`config.mk`:
```
export PLATFORM = sky130hd
export DESIGN_NAME = led_mode_regs
export DESIGN_NICKNAME = d
export VERILOG_FILES = /design/src/include/led_mode_pkg.sv /design/src/rtl/pin_sync.sv /design/src/rtl/event_flag.sv /design/src/rtl/led_mode_regs.sv
export VERILOG_INCLUDE_DIRS = /design/src /design/src/include
export SDC_FILE = /design/constraint.sdc
export NUM_CORES = 1
export LEC_CHECK = 0
export BUFFER_PORTS_ARGS = -buffer_cell sky130_fd_sc_hd__buf_2
export CAP_MARGIN = 20
export CORE_ASPECT_RATIO = 0.5
export CORE_MARGIN = 2
export CORE_UTILIZATION = 35
export DETAILED_ROUTE_END_ITERATION = 16
export GPL_ROUTABILITY_DRIVEN = 1
export GPL_TIMING_DRIVEN = 0
export SETUP_SLACK_MARGIN = 0.5
export SYNTH_ARGS = -nofsm -noshare
export SYNTH_HDL_FRONTEND = slang
export SYNTH_SLANG_ARGS = --single-unit
```
`constraint.sdc`:
```
create_clock -name clk -period 3.4 [get_ports clk]
set_input_delay 0.34 -clock clk [delete_from_list [all_inputs] [get_ports clk]]
set_output_delay 0.34 -clock clk [all_outputs]
set_load 0.05 [all_outputs]
```
`src/include/led_mode_params.svh`:
```
// Offsets, bit positions, reset values and timing counts of the mode block
`ifndef LED_MODE_PARAMS_SVH
`define LED_MODE_PARAMS_SVH

// ----------------------------------------
// Register offsets
// ----------------------------------------
`define ADDR_MODE 8'h01
`define ADDR_EVENT 8'h02
`define ADDR_IRQ_EN 8'h03
`define ADDR_CONFIG 8'h04

// ----------------------------------------
// Mode register bit positions
// ----------------------------------------
`define MODE_BACKLIGHT_ON 0
`define MODE_AUTO_FOLLOW 1
`define MODE_SYNC_SINK 2
`define MODE_GAIN_BLOCK 3
`define MODE_DIM_ACTIVE 4
`define MODE_ACTIVE 5
`define MODE_IRQ_PULSE 6

// ----------------------------------------
// Event and enable bit positions, masks
// ----------------------------------------
`define EV_MAIN 0
`define EV_SECOND 1
`define EV_OVERVOLT 2
`define EV_OVERTEMP 3
`define EV_SHORT 4
`define EV_COUNT 5
`define EVENT_MASK 8'h1F
`define LEVEL_LSB 3
`define RESET_BYTE 8'h00

// ----------------------------------------
// Brightness level codes
// ----------------------------------------
`define LEVEL_DAYLIGHT 2'h0
`define LEVEL_OFFICE 2'h1
`define LEVEL_DARK 2'h2

// ----------------------------------------
// Pin synchroniser lanes
// ----------------------------------------
`define SYNC_WIDTH 7
`define LANE_OFFICE 5
`define LANE_DARK 6
`define SINK_COUNT 7

// ----------------------------------------
// Timing
// ----------------------------------------
`define CLK_FREQ_MHZ 50
`define IRQ_RELEASE_US 50
`define IRQ_RELEASE_CYC (`IRQ_RELEASE_US * `CLK_FREQ_MHZ)
`define RELEASE_CNT_W 12

`endif

```
`src/include/led_mode_pkg.sv`:
```
// Types shared by the mode and event register block
package led_mode_pkg;
`include "led_mode_params.svh"

    typedef enum logic [1:0] {GAIN_1X, GAIN_1P5X, GAIN_2X} gain_t;

    typedef enum logic [1:0] {IRQ_QUIET, IRQ_ASSERT, IRQ_RELEASE} irq_state_t;

    typedef struct packed {
        logic irq_pulse;
        logic active;
        logic dim_active;
        logic gain_down_block;
        logic sync_sink_enable;
        logic auto_level_follow;
        logic backlight_on;
        logic [`EV_COUNT-1:0] irq_enable;
        logic [1:0] brightness_level;
        logic sink_group_on;
        gain_t gain;
        irq_state_t irq_state;
        logic [`RELEASE_CNT_W-1:0] release_cnt;
        logic [7:0] rdata;
    } regs_state_t;

    typedef struct packed {
        logic [`SYNC_WIDTH-1:0] first;
        logic [`SYNC_WIDTH-1:0] stable;
    } sync_state_t;

    typedef struct packed {
        logic primed;
        logic prev;
        logic flag;
    } flag_state_t;

endpackage

```
`src/rtl/pin_sync.sv`:
```
// Two-flop synchroniser for the analog status pins
`timescale 1ns/1ns
`include "led_mode_params.svh"
module pin_sync
    import led_mode_pkg::*;
(
    input wire logic clk,
    input wire logic sys_rst,
    input wire logic [`SYNC_WIDTH-1:0] pins,
    output logic [`SYNC_WIDTH-1:0] synced
);
    sync_state_t state;
    sync_state_t next_state;

    // First stage feeds only the second stage
    always_comb begin
        next_state.first = pins;
        next_state.stable = state.first;
    end

    // Register the copy
    always_ff @(posedge clk) begin
        if (sys_rst) begin
            state <= '0;
        end else begin
            state <= next_state;
        end
    end

    assign synced = state.stable;
endmodule

```
`src/rtl/event_flag.sv`:
```
// One sticky event flag with write-one-to-clear
`timescale 1ns/1ns
module event_flag
    import led_mode_pkg::*;
#(
    parameter bit ANY_EDGE = 1'b0
)
(
    input wire logic clk,
    input wire logic sys_rst,
    input wire logic sample,
    input wire logic clear,
    output logic flag
);
    flag_state_t state;
    flag_state_t next_state;
    logic hit;

    // Level faults latch while high; light sensor inputs latch on any change
    always_comb begin
        if (ANY_EDGE) begin
            hit = state.primed && (sample != state.prev);
        end else begin
            hit = sample;
        end
        next_state.primed = 1'b1;
        next_state.prev = sample;
        // Set wins over a clear in the same cycle
        if (hit) begin
            next_state.flag = 1'b1;
        end else if (clear) begin
            next_state.flag = 1'b0;
        end else begin
            next_state.flag = state.flag;
        end
    end

    // Register the copy
    always_ff @(posedge clk) begin
        if (sys_rst) begin
            state <= '0;
        end else begin
            state <= next_state;
        end
    end

    assign flag = state.flag;
endmodule

```
`src/rtl/led_mode_regs.sv`:
```
// Mode control, event flags and interrupt logic of the LED driver
`timescale 1ns/1ns
`include "led_mode_params.svh"
module led_mode_regs
    import led_mode_pkg::*;
(
    input wire logic clk,
    input wire logic sys_rst,
    input wire logic [7:0] reg_addr,
    input wire logic [7:0] reg_wdata,
    input wire logic reg_wr,
    input wire logic reg_rd,
    output logic [7:0] reg_rdata,
    input wire logic short_fault,
    input wire logic overtemp_fault,
    input wire logic overvoltage_fault,
    input wire logic main_light_sensor_input,
    input wire logic second_light_sensor_input,
    input wire logic office_level_comparator_out,
    input wire logic dark_level_comparator_out,
    input wire logic office_level_comparator_enable,
    input wire logic dark_level_comparator_enable,
    input wire logic dim_timeout,
    input wire logic [`SINK_COUNT-1:0] per_channel_sink_enable,
    input wire logic [`SINK_COUNT-1:0] independent_sink,
    input wire logic gain_up_request,
    input wire logic gain_down_request,
    input wire logic all_leds_off,
    output logic device_active,
    output logic backlight_enable,
    output logic dim_mode,
    output logic [1:0] brightness_level,
    output logic [`SINK_COUNT-1:0] sync_sinks_on,
    output led_mode_pkg::gain_t pump_gain,
    output logic irq_n
);
    import led_mode_pkg::*;

    // ----------------------------------------
    // Declarations
    // ----------------------------------------
    regs_state_t state;
    regs_state_t next_state;
    logic [`SYNC_WIDTH-1:0] raw_pins;
    logic [`SYNC_WIDTH-1:0] synced;
    logic [`EV_COUNT-1:0] flags;
    logic [`EV_COUNT-1:0] flag_clear;
    logic wr_mode;
    logic wr_event;
    logic wr_irq_en;
    logic wr_config;
    logic clear_attempt;
    logic pending;
    logic pending_after_clear;
    logic any_channel_enable;
    logic level_follow;
    logic [1:0] followed_level;
    logic release_done;

    // ----------------------------------------
    // Pin synchronisers and event flags
    // ----------------------------------------

    // Gather all asynchronous status pins into one synchroniser
    assign raw_pins = {dark_level_comparator_out,
                       office_level_comparator_out,
                       short_fault,
                       overtemp_fault,
                       overvoltage_fault,
                       second_light_sensor_input,
                       main_light_sensor_input};

    pin_sync u_pin_sync (
        .clk(clk),
        .sys_rst(sys_rst),
        .pins(raw_pins),
        .synced(synced)
    );

    // Clear strobes for the flags, one per written 1
    assign flag_clear = wr_event ? reg_wdata[`EV_COUNT-1:0]
                                 : {`EV_COUNT{1'b0}};

    // Light sensor flags catch any change, fault flags latch a level
    genvar gi;
    generate
        for (gi = 0; gi < `EV_COUNT; gi = gi + 1) begin : g_flag
            event_flag #(
                .ANY_EDGE(gi <= `EV_SECOND)
            ) u_flag (
                .clk(clk),
                .sys_rst(sys_rst),
                .sample(synced[gi]),
                .clear(flag_clear[gi]),
                .flag(flags[gi])
            );
        end
    endgenerate

    // ----------------------------------------
    // Register decode
    // ----------------------------------------

    // Write strobes per register
    always_comb begin
        wr_mode = reg_wr && (reg_addr == `ADDR_MODE);
        wr_event = reg_wr && (reg_addr == `ADDR_EVENT);
        wr_irq_en = reg_wr && (reg_addr == `ADDR_IRQ_EN);
        wr_config = reg_wr && (reg_addr == `ADDR_CONFIG);
    end

    // A clear attempt is any write of a 1 to a flag position
    assign clear_attempt = wr_event && |(reg_wdata & `EVENT_MASK);

    // Enabled pending events, now and after the clear takes effect
    assign pending = |(flags & state.irq_enable);
    assign pending_after_clear =
        |(flags & state.irq_enable & ~flag_clear);

    // Channel enables veto the synchronous sink bit
    assign any_channel_enable = |per_channel_sink_enable;

    // Level follows comparators only with at least one level enabled
    assign level_follow = state.auto_level_follow &&
        (office_level_comparator_enable ||
         dark_level_comparator_enable);

    // Darkest enabled comparator wins
    always_comb begin
        if (dark_level_comparator_enable && synced[`LANE_DARK]) begin
            followed_level = `LEVEL_DARK;
        end else if (office_level_comparator_enable &&
                     synced[`LANE_OFFICE]) begin
            followed_level = `LEVEL_OFFICE;
        end else begin
            followed_level = `LEVEL_DAYLIGHT;
        end
    end

    // Release window ends after the full count
    assign release_done = (state.release_cnt ==
        `RELEASE_CNT_W'(`IRQ_RELEASE_CYC - 1));

    // ----------------------------------------
    // Next state
    // ----------------------------------------

    // Register writes, hardware updates and interrupt sequencing
    always_comb begin
        next_state = state;

        // Mode register, reserved bit 7 dropped
        if (wr_mode) begin
            next_state.irq_pulse = reg_wdata[`MODE_IRQ_PULSE];
            next_state.active = reg_wdata[`MODE_ACTIVE];
            next_state.dim_active = reg_wdata[`MODE_DIM_ACTIVE];
            next_state.gain_down_block =
                reg_wdata[`MODE_GAIN_BLOCK];
            next_state.sync_sink_enable =
                reg_wdata[`MODE_SYNC_SINK];
            next_state.auto_level_follow =
                reg_wdata[`MODE_AUTO_FOLLOW];
            next_state.backlight_on =
                reg_wdata[`MODE_BACKLIGHT_ON];
            // Group follows the bit only with every channel enable low
            if (!any_channel_enable) begin
                next_state.sink_group_on =
                    reg_wdata[`MODE_SYNC_SINK];
            end
        end

        // Hardware sets dim on timeout while backlight is on, winning over a host write
        if (dim_timeout && state.backlight_on) begin
            next_state.dim_active = 1'b1;
        end

        // Interrupt enables, reserved bits dropped
        if (wr_irq_en) begin
            next_state.irq_enable =
                reg_wdata[`EV_COUNT-1:0];
        end

        // Brightness level: host writes it unless comparators drive it
        if (level_follow) begin
            next_state.brightness_level = followed_level;
        end else if (wr_config) begin
            next_state.brightness_level =
                reg_wdata[`LEVEL_LSB+1:`LEVEL_LSB];
        end

        // Pump gain steps; standby parks it at the lowest gain
        if (!state.active) begin
            next_state.gain = GAIN_1X;
        end else if (gain_up_request) begin
            unique case (state.gain)
                GAIN_1X: next_state.gain = GAIN_1P5X;
                GAIN_1P5X: next_state.gain = GAIN_2X;
                GAIN_2X: next_state.gain = GAIN_2X;
                default: next_state.gain = GAIN_1X;
            endcase
        end else if (gain_down_request &&
                     (!state.gain_down_block || all_leds_off)) begin
            unique case (state.gain)
                GAIN_1X: next_state.gain = GAIN_1X;
                GAIN_1P5X: next_state.gain = GAIN_1X;
                GAIN_2X: next_state.gain = GAIN_1P5X;
                default: next_state.gain = GAIN_1X;
            endcase
        end

        // Interrupt sequencer
        next_state.release_cnt = '0;
        unique case (state.irq_state)
            IRQ_QUIET: begin
                if (pending) begin
                    next_state.irq_state = IRQ_ASSERT;
                end
            end
            IRQ_ASSERT: begin
                if (clear_attempt && state.irq_pulse &&
                    pending_after_clear) begin
                    next_state.irq_state = IRQ_RELEASE;
                end else if (!pending) begin
                    next_state.irq_state = IRQ_QUIET;
                end
                // Otherwise it simply holds asserted
            end
            IRQ_RELEASE: begin
                if (release_done) begin
                    next_state.irq_state =
                        pending ? IRQ_ASSERT : IRQ_QUIET;
                end else begin
                    next_state.release_cnt =
                        state.release_cnt + 1'b1;
                end
            end
            default: next_state.irq_state = IRQ_QUIET;
        endcase

        // Read data, captured on a read strobe
        if (reg_rd) begin
            unique case (reg_addr)
                `ADDR_MODE: begin
                    next_state.rdata = {1'b0,
                        state.irq_pulse,
                        state.active,
                        state.dim_active,
                        state.gain_down_block,
                        state.sync_sink_enable,
                        state.auto_level_follow,
                        state.backlight_on};
                end
                `ADDR_EVENT: begin
                    next_state.rdata =
                        8'(flags) & `EVENT_MASK;
                end
                `ADDR_IRQ_EN: begin
                    next_state.rdata = 8'(state.irq_enable);
                end
                `ADDR_CONFIG: begin
                    next_state.rdata =
                        8'(state.brightness_level) << `LEVEL_LSB;
                end
                default: next_state.rdata = `RESET_BYTE;
            endcase
        end
    end

    // ----------------------------------------
    // State register
    // ----------------------------------------

    // Everything returns to zero on reset
    always_ff @(posedge clk) begin
        if (sys_rst) begin
            state <= '0;
        end else begin
            state <= next_state;
        end
    end

    // ----------------------------------------
    // Outputs
    // ----------------------------------------

    // Standby gates backlight, dim and sync sinks and parks gain at GAIN_1X; level and interrupt are not gated
    assign device_active = state.active;
    assign backlight_enable =
        state.active && state.backlight_on;
    assign dim_mode = state.active && state.backlight_on &&
        state.dim_active;
    assign brightness_level = state.brightness_level;
    assign sync_sinks_on = (state.active && state.sink_group_on)
        ? independent_sink : {`SINK_COUNT{1'b0}};
    assign pump_gain = state.gain;
    assign reg_rdata = state.rdata;
    // Active low interrupt, held low only in the asserted state
    assign irq_n = (state.irq_state != IRQ_ASSERT);

endmodule

```
==> key figures, run 1 <==
Pwr
  • Max VDD drop: 0.296 mV
  • PD cells: 493 nW/um^2
  • Part of the power in registers: 0.422
  • Total net switching power: 0.000355 W
  • Combinational share of power: 0.052
  • Switching Share: 0.207
  • Lkg Pwr: 1.47 nW
  • Clock power share: 0.527
  • Int Power: 0.00136 W

Yosys
  • Avg Cell Area, Syn: 8.77 um^2
  • Area fraction of the dominant cell type after synthesis: 0.441
  • Seq/Total Area, Yosys: 0.441
  • Number of synthesized register bits: 60
  • Syn nets: 361
  • Main flop type after synthesis: dfxtp_1
  • Yosys top cell by area: dfxtp_1
  • Post-synthesis cell area: 2730 um^2
  • Cell with the most instances after synthesis: dfxtp_1
  • Synth cell count leaders: 60 x dfxtp_1, 27 x nor2_1, 24 x nand2_1
  • Post-synth EDFFs: 0
  • Yosys cell types: 49
  • Synth warn: 0
  • Post-synthesis cell count: 311
  • Ranking of synthesized cells by area: dfxtp_1 44%, nor2b_1 4.4%, a21oi_1 4.0%
  • FFs w/ async S/R, synth: 0

Cells and area
  • Layout overhead on the synthesized area: 27.5%
  • # nets final: 437
  • Final cell count without fillers: 488
  • Diodes inserted: 0
  • Layout cell share with drive strength beyond 1: 0.265

Clocking
  • TritonCTS buffer count: 9
  • Post-CTS Setup Bufs: 0
  • CTS max path bufs: 2
  • Post-CTS sizing: 0
  • Cts hold-fix bufs: 0
  • CTS tree: done
  • Clock sink count: 60
  • Root buf cell: clkbuf_16
  • H-tree Lvls: 3
  • Worst-Skew Late Latency: 0.32 ns
  • Reg clk slew, reported paths: 0.05 ns

Global routing
  • Pin count of the biggest net entering global routing: 11
  • Number of global-route vias before repair: 2362
  • Initial antenna violation count: 0
  • All-Layer GR Usage: 0.167
  • GR Overflow Total: 0
  • Global-route wire length before repair: 11000 um

Timing
  • Slew HR: 0.546
  • Fin crit share: 0.578
  • Worst slew pin tran: 0.676 ns
  • Setup_tns: 0 ns
  • Final setup violating endpoints: 0
  • Pins Over Slew Limit: 0
  • Fin crit period: 1.96 ns
  • Fmax: 0.509 GHz
  • Final Hold Vio Count: 0
  • Clock skew: 0.00616 ns
  • RSZ-0062 raised after global routing: no

Setup path
  • FF-to-FF setup slack: 1.44 ns
  • CP max FO: 10
  • CP arrival: 2.15 ns
  • Crit end category: flip-flop
  • CP Class: flip-flop to flip-flop
  • Worst Setup Start Kind: flip-flop
  • WP data required: 3.59 ns

Outcome
  • Status: completed

Detailed routing
  • Final wirelength: 6610 um
  • Antenna-violating nets left: 0
  • Post-route DRC: 0
  • Wire per inst: 13.5 um
  • Vias per cell: 4.96
  • Drt first pass iters: 4
  • Iter 0 DRT Violations: 130
  • Vias: 2419

Place
  • Hpwl dp: 4970 um
  • Final GP Congestion: 0.915
  • IO Port Bufs: 65
  • Placed cells: 472

Floorplan
  • Row cnt: 22
  • I/O pins: 70
  • Die Y: 66.4 um
  • Initial cell density of the core: 0.367
  • Die width: 129 um
  • Die footprint: 8550 um^2
  • Core Region: 7430 um^2

Run
  • Max_cap viols: 0

Worst hold path
  • Worst Hold Class: input pin to flip-flop
-- sequential cells by signal (all words and copies together), names as in the netlist --
| signal | flops |
|---|---|
| u_pin_sync.next_state | 7 |
| state | 26 |
| brightness_level | 2 |
| pump_gain | 2 |
| reg_rdata | 7 |
| g_flag.u_flag.state | 3 |
| device_active | 1 |
| g_flag.u_flag.flag | 5 |
| u_pin_sync.synced | 7 |
-- cell families (layout without fill, tap and decap cells) --
logic type               after synthesis  count (layout)  synth area share
flip-flops                            60              60             0.441
buffers and inverters                 35             116            0.0670
other                                  1               1           0.00138
AO/OA/AOI/OAI                         51              51             0.118
AND/OR/NAND/NOR                      138             138             0.278
multiplexers                          12              12            0.0454
adder cells (fa/ha/maj)                3               3            0.0138
XOR/XNOR                              11              11            0.0353
-- cells in the final DEF (no fill, tap or decap), types with 2 or more instances in the layout --
cell type and instances:
buf_2 66, dfxtp_1 60, nor2_1 27, nand2_1 24, a21oi_1 22, nand3_1 20, nor2b_1 19, buf_4 13
clkbuf_1 12, inv_1 10, and3_1 10, o21ai_0 10, mux2i_1 9, clkbuf_16 9, nand4_1 7, xor2_1 7
nand3b_1 5, nand2b_1 4, xnor2_1 4, or4_1 3, or3_1 3, mux2_2 3, a22o_1 3, ha_1 3
or4bb_1 2, a22oi_1 2, a221oi_1 2, a211oi_1 2, and3b_1 2, a31oi_1 2, nor4_1 2, nor3_1 2
clkbuf_8 2, clkinvlp_4 2
-- worst max-delay path, stage by stage, from the launching register on --
cell and delay, ns:
dfxtp_1 0.30, clkbuf_1 0.16, or4_1 0.54, or3_1 0.39, nand3_1 0.16, buf_4 0.20, o31ai_1 0.08
-- per-layer routing --
metal,GRT usage,vias to the layer above,part of all wire
met4,0.0679,0,0.011
met3,0.0599,6,0.040
met2,0.266,45,0.46
met5,0,-,0
met1,0.208,1131,0.49
li1,-,1237,-
-- area by class of cell --
cell class / instances / area (um^2)
inverter: 10 / 37.5
timing repair buffer: 65 / 325
fill: 730 / 3960
tap: 96 / 120
sequential: 60 / 1200
clock inverter: 3 / 45.0
clock buffer: 13 / 260
buffer: 25 / 145
multi-input combinational: 216 / 1340
-- power by group through the flow --
| stage | Clock, W | Combinational [W] | Sequential, W |
|---|---|---|---|
| 6_report | 0.000904 | 0.0000886 | 0.000723 |
| 5_1_grt | 0.000962 | 0.0000978 | 0.000724 |
| 4_1_cts | 0.000928 | 0.0000884 | 0.000723 |
| 3_5_place_dp | 0 | 0.0000881 | 0.000737 |
| 3_3_place_gp | 0 | 0.0000856 | 0.000737 |
| 2_1_floorplan | 0 | 0.0000437 | 0.000735 |
-- path summary, 6_finish.rpt --
path                                                           from                             endpoint  cells after the start
worst max-delay path                           state[12]$_SDFF_PP0_               state[21]$_SDFFE_PP0P_                      6
worst min-delay path                      second_light_sensor_input  u_pin_sync.next_state[1]$_SDFF_PP0_                      2
worst max register to register                 state[12]$_SDFF_PP0_               state[21]$_SDFFE_PP0P_                      6
worst min register to register  u_pin_sync.next_state[0]$_SDFF_PP0_      u_pin_sync.synced[0]$_SDFF_PP0_                      1
-- per-stage QoR --
stage	total power [W]	cell area (um^2)	hold slack, ns	util	worst slack (ns)
floorplan	0.000779	2730	0.413	-	1.56
global placement	0.000823	3170	0.416	0.427	1.37
detailed placement	0.000826	3170	0.425	0.427	1.35
CTS	0.00174	3480	0.220	0.468	1.44
global route	0.00178	3480	0.229	0.468	1.33
finish	0.00172	3480	0.230	0.468	1.44
(Power assumes the default switching activity.)
==> run 2: changes to the inputs <==
Clock period 3.4 ns to 1.6 ns, I/O delays scaled along.
==> run 2 against run 1 <==
Effect of this change: the flow now finishes with violations (setup timing); clock power rose by 130%; hold slack got worse by 0.18 ns; flip-flop and latch count did not move; utilization rose by 13 points; worst setup slack got worse by 1.6 ns; combinational power rose to 3.0 times the previous value; total power rose by 130%; clock-buffer cell count did not move; non-clock buffer count rose by 27; sequential power rose by 110%; via count rose by 9.3%; first-iteration DRC count fell by 9.2%; highest routed layer unchanged.
==> key figures, run 2 (synthesis results as in run 1) <==
Worst hold path
  • Hold Crit Start: dark_level_comparator_out (was second_light_sensor_input)
  • Hold Path Sink: u_pin_sync.next_state[6]$_SDFF_PP0_ (was u_pin_sync.next_state[1]$_SDFF_PP0_)
  • Hold Path Cell Cnt: 2 (unchanged)
  • Worst Hold Class: input pin to flip-flop (unchanged)

Global routing
  • Initial antenna violation count: 0 (unchanged)
  • All-Layer GR Usage: 0.186 (was 0.167)
  • Pin count of the biggest net entering global routing: 11 (unchanged)
  • Global-route wire length before repair: 12300 um (was 11000 um)
  • GR Overflow Total: 0 (unchanged)
  • Number of global-route vias before repair: 2605 (was 2362)

Cells and area
  • Diodes inserted: 0 (unchanged)
  • Layout cell share with drive strength beyond 1: 0.504 (was 0.265)
  • Final Cell Area: 4430 um^2 (was 3480 um^2)
  • Post-layout util: 0.596 (was 0.468)
  • Highest-count cells in the layout ignoring fill and taps: 41 x dfxtp_1, 40 x buf_2, 28 x buf_4 (was 66 x buf_2, 60 x dfxtp_1, 27 x nor2_1)
  • Layout overhead on the synthesized area: 62.4% (was 27.5%)
  • # nets final: 464 (was 437)
  • Most common cell after layout, fill and taps aside: dfxtp_1 (was buf_2)
  • Filler instances: 603 (was 730)
  • Number of flip-flops in the largest register: 26 (unchanged)
  • Reg with most FFs: state (unchanged)

Place
  • Final GP Congestion: 0.874 (was 0.915)
  • Pre-CTS WS: -0.260 ns (was 1.35 ns)
  • Hpwl dp: 4950 um (was 4970 um)
  • Dpl cell area: 3290 um^2 (was 3170 um^2)
  • IO Port Bufs: 65 (unchanged)

Detailed routing
  • Antenna-violating nets left: 0 (unchanged)
  • Iter 0 DRT Violations: 118 (was 130)
  • Wire per inst: 15.2 um (was 13.5 um)
  • Drt first pass iters: 5 (was 4)
  • Post-route DRC: 0 (unchanged)
  • Vias per cell: 5.13 (was 4.96)
  • Final wirelength: 7840 um (was 6610 um)
  • Vias: 2643 (was 2419)

Clocking
  • Root buf cell: clkbuf_16 (unchanged)
  • Clock sink count: 60 (unchanged)
  • Reg clk slew, reported paths: 0.05 ns (about the same)
  • CTS tree: done (unchanged)
  • TritonCTS buffer count: 9 (unchanged)
  • CTS max path bufs: 2 (unchanged)
  • H-tree Lvls: 3 (unchanged)
  • Worst-Skew Late Latency: 0.32 ns (about the same)

Floorplan
  • Core Region: 7430 um^2 (unchanged)
  • Initial cell density of the core: 0.367 (unchanged)
  • Row cnt: 22 (unchanged)
  • Die width: 129 um (unchanged)
  • Die Y: 66.4 um (unchanged)
  • Die footprint: 8550 um^2 (unchanged)
  • I/O pins: 70 (unchanged)

Pwr
  • Lkg Pwr: 1.74 nW (was 1.47 nW)
  • PD cells: 877 nW/um^2 (was 493 nW/um^2)
  • Max VDD drop: 0.561 mV (was 0.296 mV)

Timing
  • Fin crit period: 1.71 ns (was 1.96 ns)
  • Final setup violating endpoints: 12 (was 0)
  • Hold WS: 0.0502 ns (was 0.230 ns)
  • Clock skew: 0.00379 ns (was 0.00616 ns)
  • Fin crit share: 1.07 (was 0.578)
  • Final WS setup: -0.115 ns (was 1.44 ns)
  • Final Hold Vio Count: 0 (unchanged)
  • RSZ-0062 raised after global routing: yes (was no)
  • Pins Over Slew Limit: 0 (unchanged)
  • Slew HR: 0.525 (was 0.546)
  • Worst slew pin tran: 0.712 ns (was 0.676 ns)
  • Fmax: 0.583 GHz (was 0.509 GHz)

Setup path
  • Worst Setup Start Kind: flip-flop (unchanged)
  • CP max FO: 5 (was 10)
  • FF-to-FF setup slack: -0.11 ns (was 1.44 ns)
  • WP data required: 1.78 ns (was 3.59 ns)
  • FF-to-FF Start: state[8]$_SDFF_PP0_ (was state[12]$_SDFF_PP0_)
  • CP arrival: 1.90 ns (was 2.15 ns)
  • Worst reg2reg endpoint: state[21]$_SDFFE_PP0P_ (unchanged)
  • Worst Reg-to-Reg Cells: 6 (unchanged)
  • Crit end category: flip-flop (unchanged)
  • CP Class: flip-flop to flip-flop (unchanged)

Outcome
  • Status: complete, but fails checks (was completed)
  • Failing checks: setup timing

Run
  • Max_cap viols: 0 (unchanged)
-- run 2: repair_timing --
action | CTS | global route
resized for setup | 104 | 61
cloned | 2 | 0
pin swaps | 24 | 12
buffers inserted | 20 | 5
hold buffers | 0 | 0
setup endpoints to repair | 58 | 61
-- run 2: worst max-delay path by stage --
stage                         from                      to  slack [ns]  cells after the start
6_report       state[8]$_SDFF_PP0_  state[21]$_SDFFE_PP0P_       -0.11                      6
5_1_grt        state[8]$_SDFF_PP0_  state[21]$_SDFFE_PP0P_       -0.19                      6
4_1_cts        state[8]$_SDFF_PP0_  state[21]$_SDFFE_PP0P_       -0.12                      6
3_5_place_dp           reg_addr[5]  state[24]$_SDFFE_PP0P_       -0.26                      6
3_3_place_gp           reg_addr[5]  state[36]$_SDFFE_PP0P_       -0.24                      5
2_1_floorplan  state[8]$_SDFF_PP0_  state[21]$_SDFFE_PP0P_       -0.07                      6
-- run 2: worst max-delay path: stages, from the launching register on --
cell	delay, ns
dfxtp_2	0.35
ha_4	0.13
or4bb_1	0.41
or3_4	0.39
nand3_4	0.10
buf_6	0.13
o31ai_1	0.06
-- run 2: metal layers --
layer,wire length [um],track usage,vias to the layer above
li1,-,-,1290
met2,3890,0.327,78
met4,87,0.0530,0
met3,461,0.0550,8
met1,3400,0.222,1267
met5,0,0,-
-- run 2: metrics by stage --
stage / TNS [ns] / total power, W / cells
after floorplan: -0.416 / 0.00166 / 311
after CTS: -0.770 / 0.00389 / 510
after global routing: -1.64 / 0.00401 / 515
after global placement: -3.34 / 0.00175 / 472
after detailed placement: -3.81 / 0.00176 / 472
final: -0.850 / 0.00389 / 515
-- run 2: layout make-up --
cell class              instances  area (um^2)  area share
flip-flops and latches         60         1230       0.279
plain buffers                  25          221      0.0500
well taps                      96          120      0.0271
inverters                      10         37.5     0.00848
clock buffers                  13          260      0.0588
clock inverters                 3         68.8      0.0155
multi-input cells             216         1680       0.380
repair buffers                 92          803       0.181
-- run 2: where the power goes --
part,internal [W],switching [W],leakage (nW)
Sequential,0.00152,0.0000151,0.498
Clock,0.00145,0.000642,0.160
Combinational,0.000122,0.000140,1.09
==> run 3: changes to the inputs <==
Settings changed: CORE_MARGIN 2 to default.
==> run 3 against run 2 <==
Effect of this change: the run still ends with setup timing left; design area down 3.0%; hold slack worse by 0.0079 ns; via count down 2.8%; sequential power about the same; combinational power down 7.6%; first-iteration DRC count up 9.3%; maximum frequency down 0.83%; flip-flop and latch count unchanged; critical endpoint unchanged; largest power group unchanged.
==> key figures, run 3 (synthesis results as in run 1) <==
Outcome
  • Status: complete, but fails checks (unchanged)
  • Failing checks: setup timing (unchanged)

Global routing
  • Pin count of the biggest net entering global routing: 11 (unchanged)
  • Initial antenna violation count: 0 (unchanged)
  • GR Overflow Total: 0 (unchanged)
  • Number of global-route vias before repair: 2517 (was 2605)
  • All-Layer GR Usage: 0.187 (was 0.186)
  • Global-route wire length before repair: 11800 um (was 12300 um)

Pwr
  • Lkg Pwr: 1.72 nW (was 1.74 nW)
  • PD cells: 886 nW/um^2 (was 877 nW/um^2)
  • Max VDD drop: 0.533 mV (was 0.561 mV)
  • Design Power: 0.00380 W (was 0.00389 W)

Timing
  • Worst slew pin tran: 0.681 ns (was 0.712 ns)
  • Final Hold Vio Count: 0 (unchanged)
  • Slew HR: 0.546 (was 0.525)
  • Final setup violating endpoints: 13 (was 12)
  • Hold WS: 0.0423 ns (was 0.0502 ns)
  • Final WS setup: -0.129 ns (was -0.115 ns)
  • Pins Over Slew Limit: 0 (unchanged)
  • Fin crit share: 1.08 (was 1.07)
  • Clock skew: 0.00421 ns (was 0.00379 ns)
  • RSZ-0062 raised after global routing: yes (unchanged)
  • Fin crit period: 1.73 ns (was 1.71 ns)
  • Fmax: 0.578 GHz (was 0.583 GHz)

Place
  • Hpwl dp: 4750 um (was 4950 um)
  • Final GP Congestion: 0.853 (was 0.874)
  • Pre-CTS WS: -0.260 ns (about the same)
  • IO Port Bufs: 65 (unchanged)
  • Placed cells: 472 (unchanged)

Detailed routing
  • Post-route DRC: 0 (unchanged)
  • Vias per cell: 5.03 (was 5.13)
  • Antenna-violating nets left: 0 (unchanged)
  • Drt first pass iters: 4 (was 5)
  • Vias: 2569 (was 2643)
  • Final wirelength: 7210 um (was 7840 um)
  • Wire per inst: 14.1 um (was 15.2 um)
  • Iter 0 DRT Violations: 129 (was 118)

Floorplan
  • I/O pins: 70 (unchanged)
  • Initial cell density of the core: 0.367 (unchanged)
  • Core Region: 7430 um^2 (unchanged)
  • Row cnt: 22 (unchanged)
  • Die width: 127 um (was 129 um)
  • Die footprint: 8170 um^2 (was 8550 um^2)
  • Die Y: 64.4 um (was 66.4 um)

Clocking
  • CTS max path bufs: 2 (unchanged)
  • Clock sink count: 60 (unchanged)
  • TritonCTS buffer count: 9 (unchanged)
  • H-tree Lvls: 3 (unchanged)
  • Worst-Skew Late Latency: 0.32 ns (about the same)
  • Cts hold-fix bufs: 0 (unchanged)
  • Reg clk slew, reported paths: 0.05 ns (about the same)
  • CTS tree: done (unchanged)
  • Root buf cell: clkbuf_16 (unchanged)

Cells and area
  • Layout cell share with drive strength beyond 1: 0.472 (was 0.504)
  • Most common cell after layout, fill and taps aside: dfxtp_1 (unchanged)
  • Filler instances: 620 (was 603)
  • Number of flip-flops in the largest register: 26 (unchanged)
  • Final cell count without fillers: 511 (was 515)
  • Reg with most FFs: state (unchanged)
  • Highest-count cells in the layout ignoring fill and taps: 40 x dfxtp_1, 39 x buf_2, 28 x buf_4 (was 41 x dfxtp_1, 40 x buf_2, 28 x buf_4)
  • # nets final: 461 (was 464)
  • Diodes inserted: 0 (unchanged)
  • Layout overhead on the synthesized area: 57.6% (was 62.4%)
  • Post-layout util: 0.578 (was 0.596)

Setup path
  • Worst Setup Start Kind: flip-flop (unchanged)
  • CP arrival: 1.92 ns (was 1.90 ns)
  • Worst Reg-to-Reg Cells: 6 (unchanged)
  • CP max FO: 5 (unchanged)
  • Worst reg2reg endpoint: state[21]$_SDFFE_PP0P_ (unchanged)
  • CP Class: flip-flop to flip-flop (unchanged)
  • Crit. Startpoint: state[8]$_SDFF_PP0_ (unchanged)
  • FF-to-FF Start: state[8]$_SDFF_PP0_ (unchanged)
  • Crit end category: flip-flop (unchanged)
  • WP data required: 1.79 ns (was 1.78 ns)
  • FF-to-FF setup slack: -0.13 ns (was -0.11 ns)
  • Critical Path End: state[21]$_SDFFE_PP0P_ (unchanged)

Worst hold path
  • Worst Hold Class: input pin to flip-flop (unchanged)
  • Hold Path Cell Cnt: 2 (unchanged)

Run
  • Max_cap viols: 0 (unchanged)
-- run 3: metrics by stage --
stage / area [um^2] / TNS (ns)
floorplan: 2850 / -0.416
global placement: 3290 / -3.36
detailed placement: 3290 / -3.85
CTS: 4100 / -1.25
global route: 4300 / -1.83
finish: 4300 / -1.16
-- run 3: layer usage --
layer	up-vias	GRT usage	wire length [um]	share of wire
met1	1181	0.228	3190	0.44
li1	1284	-	-	-
met5	-	0	0	0
met4	0	0.0685	73	0.010
met3	10	0.0611	508	0.071
met2	94	0.313	3430	0.48
-- run 3: worst min-delay path by stage --
stage / startpoint / endpoint
after global placement: dark_level_comparator_out / u_pin_sync.next_state[6]$_SDFF_PP0_
after global routing: overtemp_fault / u_pin_sync.next_state[3]$_SDFF_PP0_
after floorplan: main_light_sensor_input / u_pin_sync.next_state[0]$_SDFF_PP0_
after CTS: overtemp_fault / u_pin_sync.next_state[3]$_SDFF_PP0_
after detailed placement: overtemp_fault / u_pin_sync.next_state[3]$_SDFF_PP0_
final: overtemp_fault / u_pin_sync.next_state[3]$_SDFF_PP0_
-- run 3: where the power goes --
| group | total (W) | internal (W) | switching [W] |
|---|---|---|---|
| clock network | 0.00203 | 0.00139 | 0.000635 |
| logic | 0.000242 | 0.000114 | 0.000128 |
| registers | 0.00153 | 0.00152 | 0.0000145 |
-- run 3: what timing repair did --
action	CTS	global route
buffers inserted	15	7
gates resized for setup	100	50
pin swaps	15	8
endpoints found under the setup margin	55	63
gates cloned	2	0
-- run 3: cell type report --
type,instances,area [um^2],area share
buffer,25,219,0.0510
clock buffer,11,243,0.0565
clock inverter,4,73.8,0.0172
inverter,10,37.5,0.00874
multi-input combinational,216,1610,0.374
sequential,60,1230,0.287
tap,96,120,0.0280
timing repair buffer,89,763,0.178
-- run 3: critical path, stage by stage (launching register included) --
cell and delay (ns):
dfxtp_2 0.35, ha_4 0.14, or4bb_1 0.42, or3_1 0.37, nand3_2 0.11, buf_6 0.13, o31ai_2 0.06
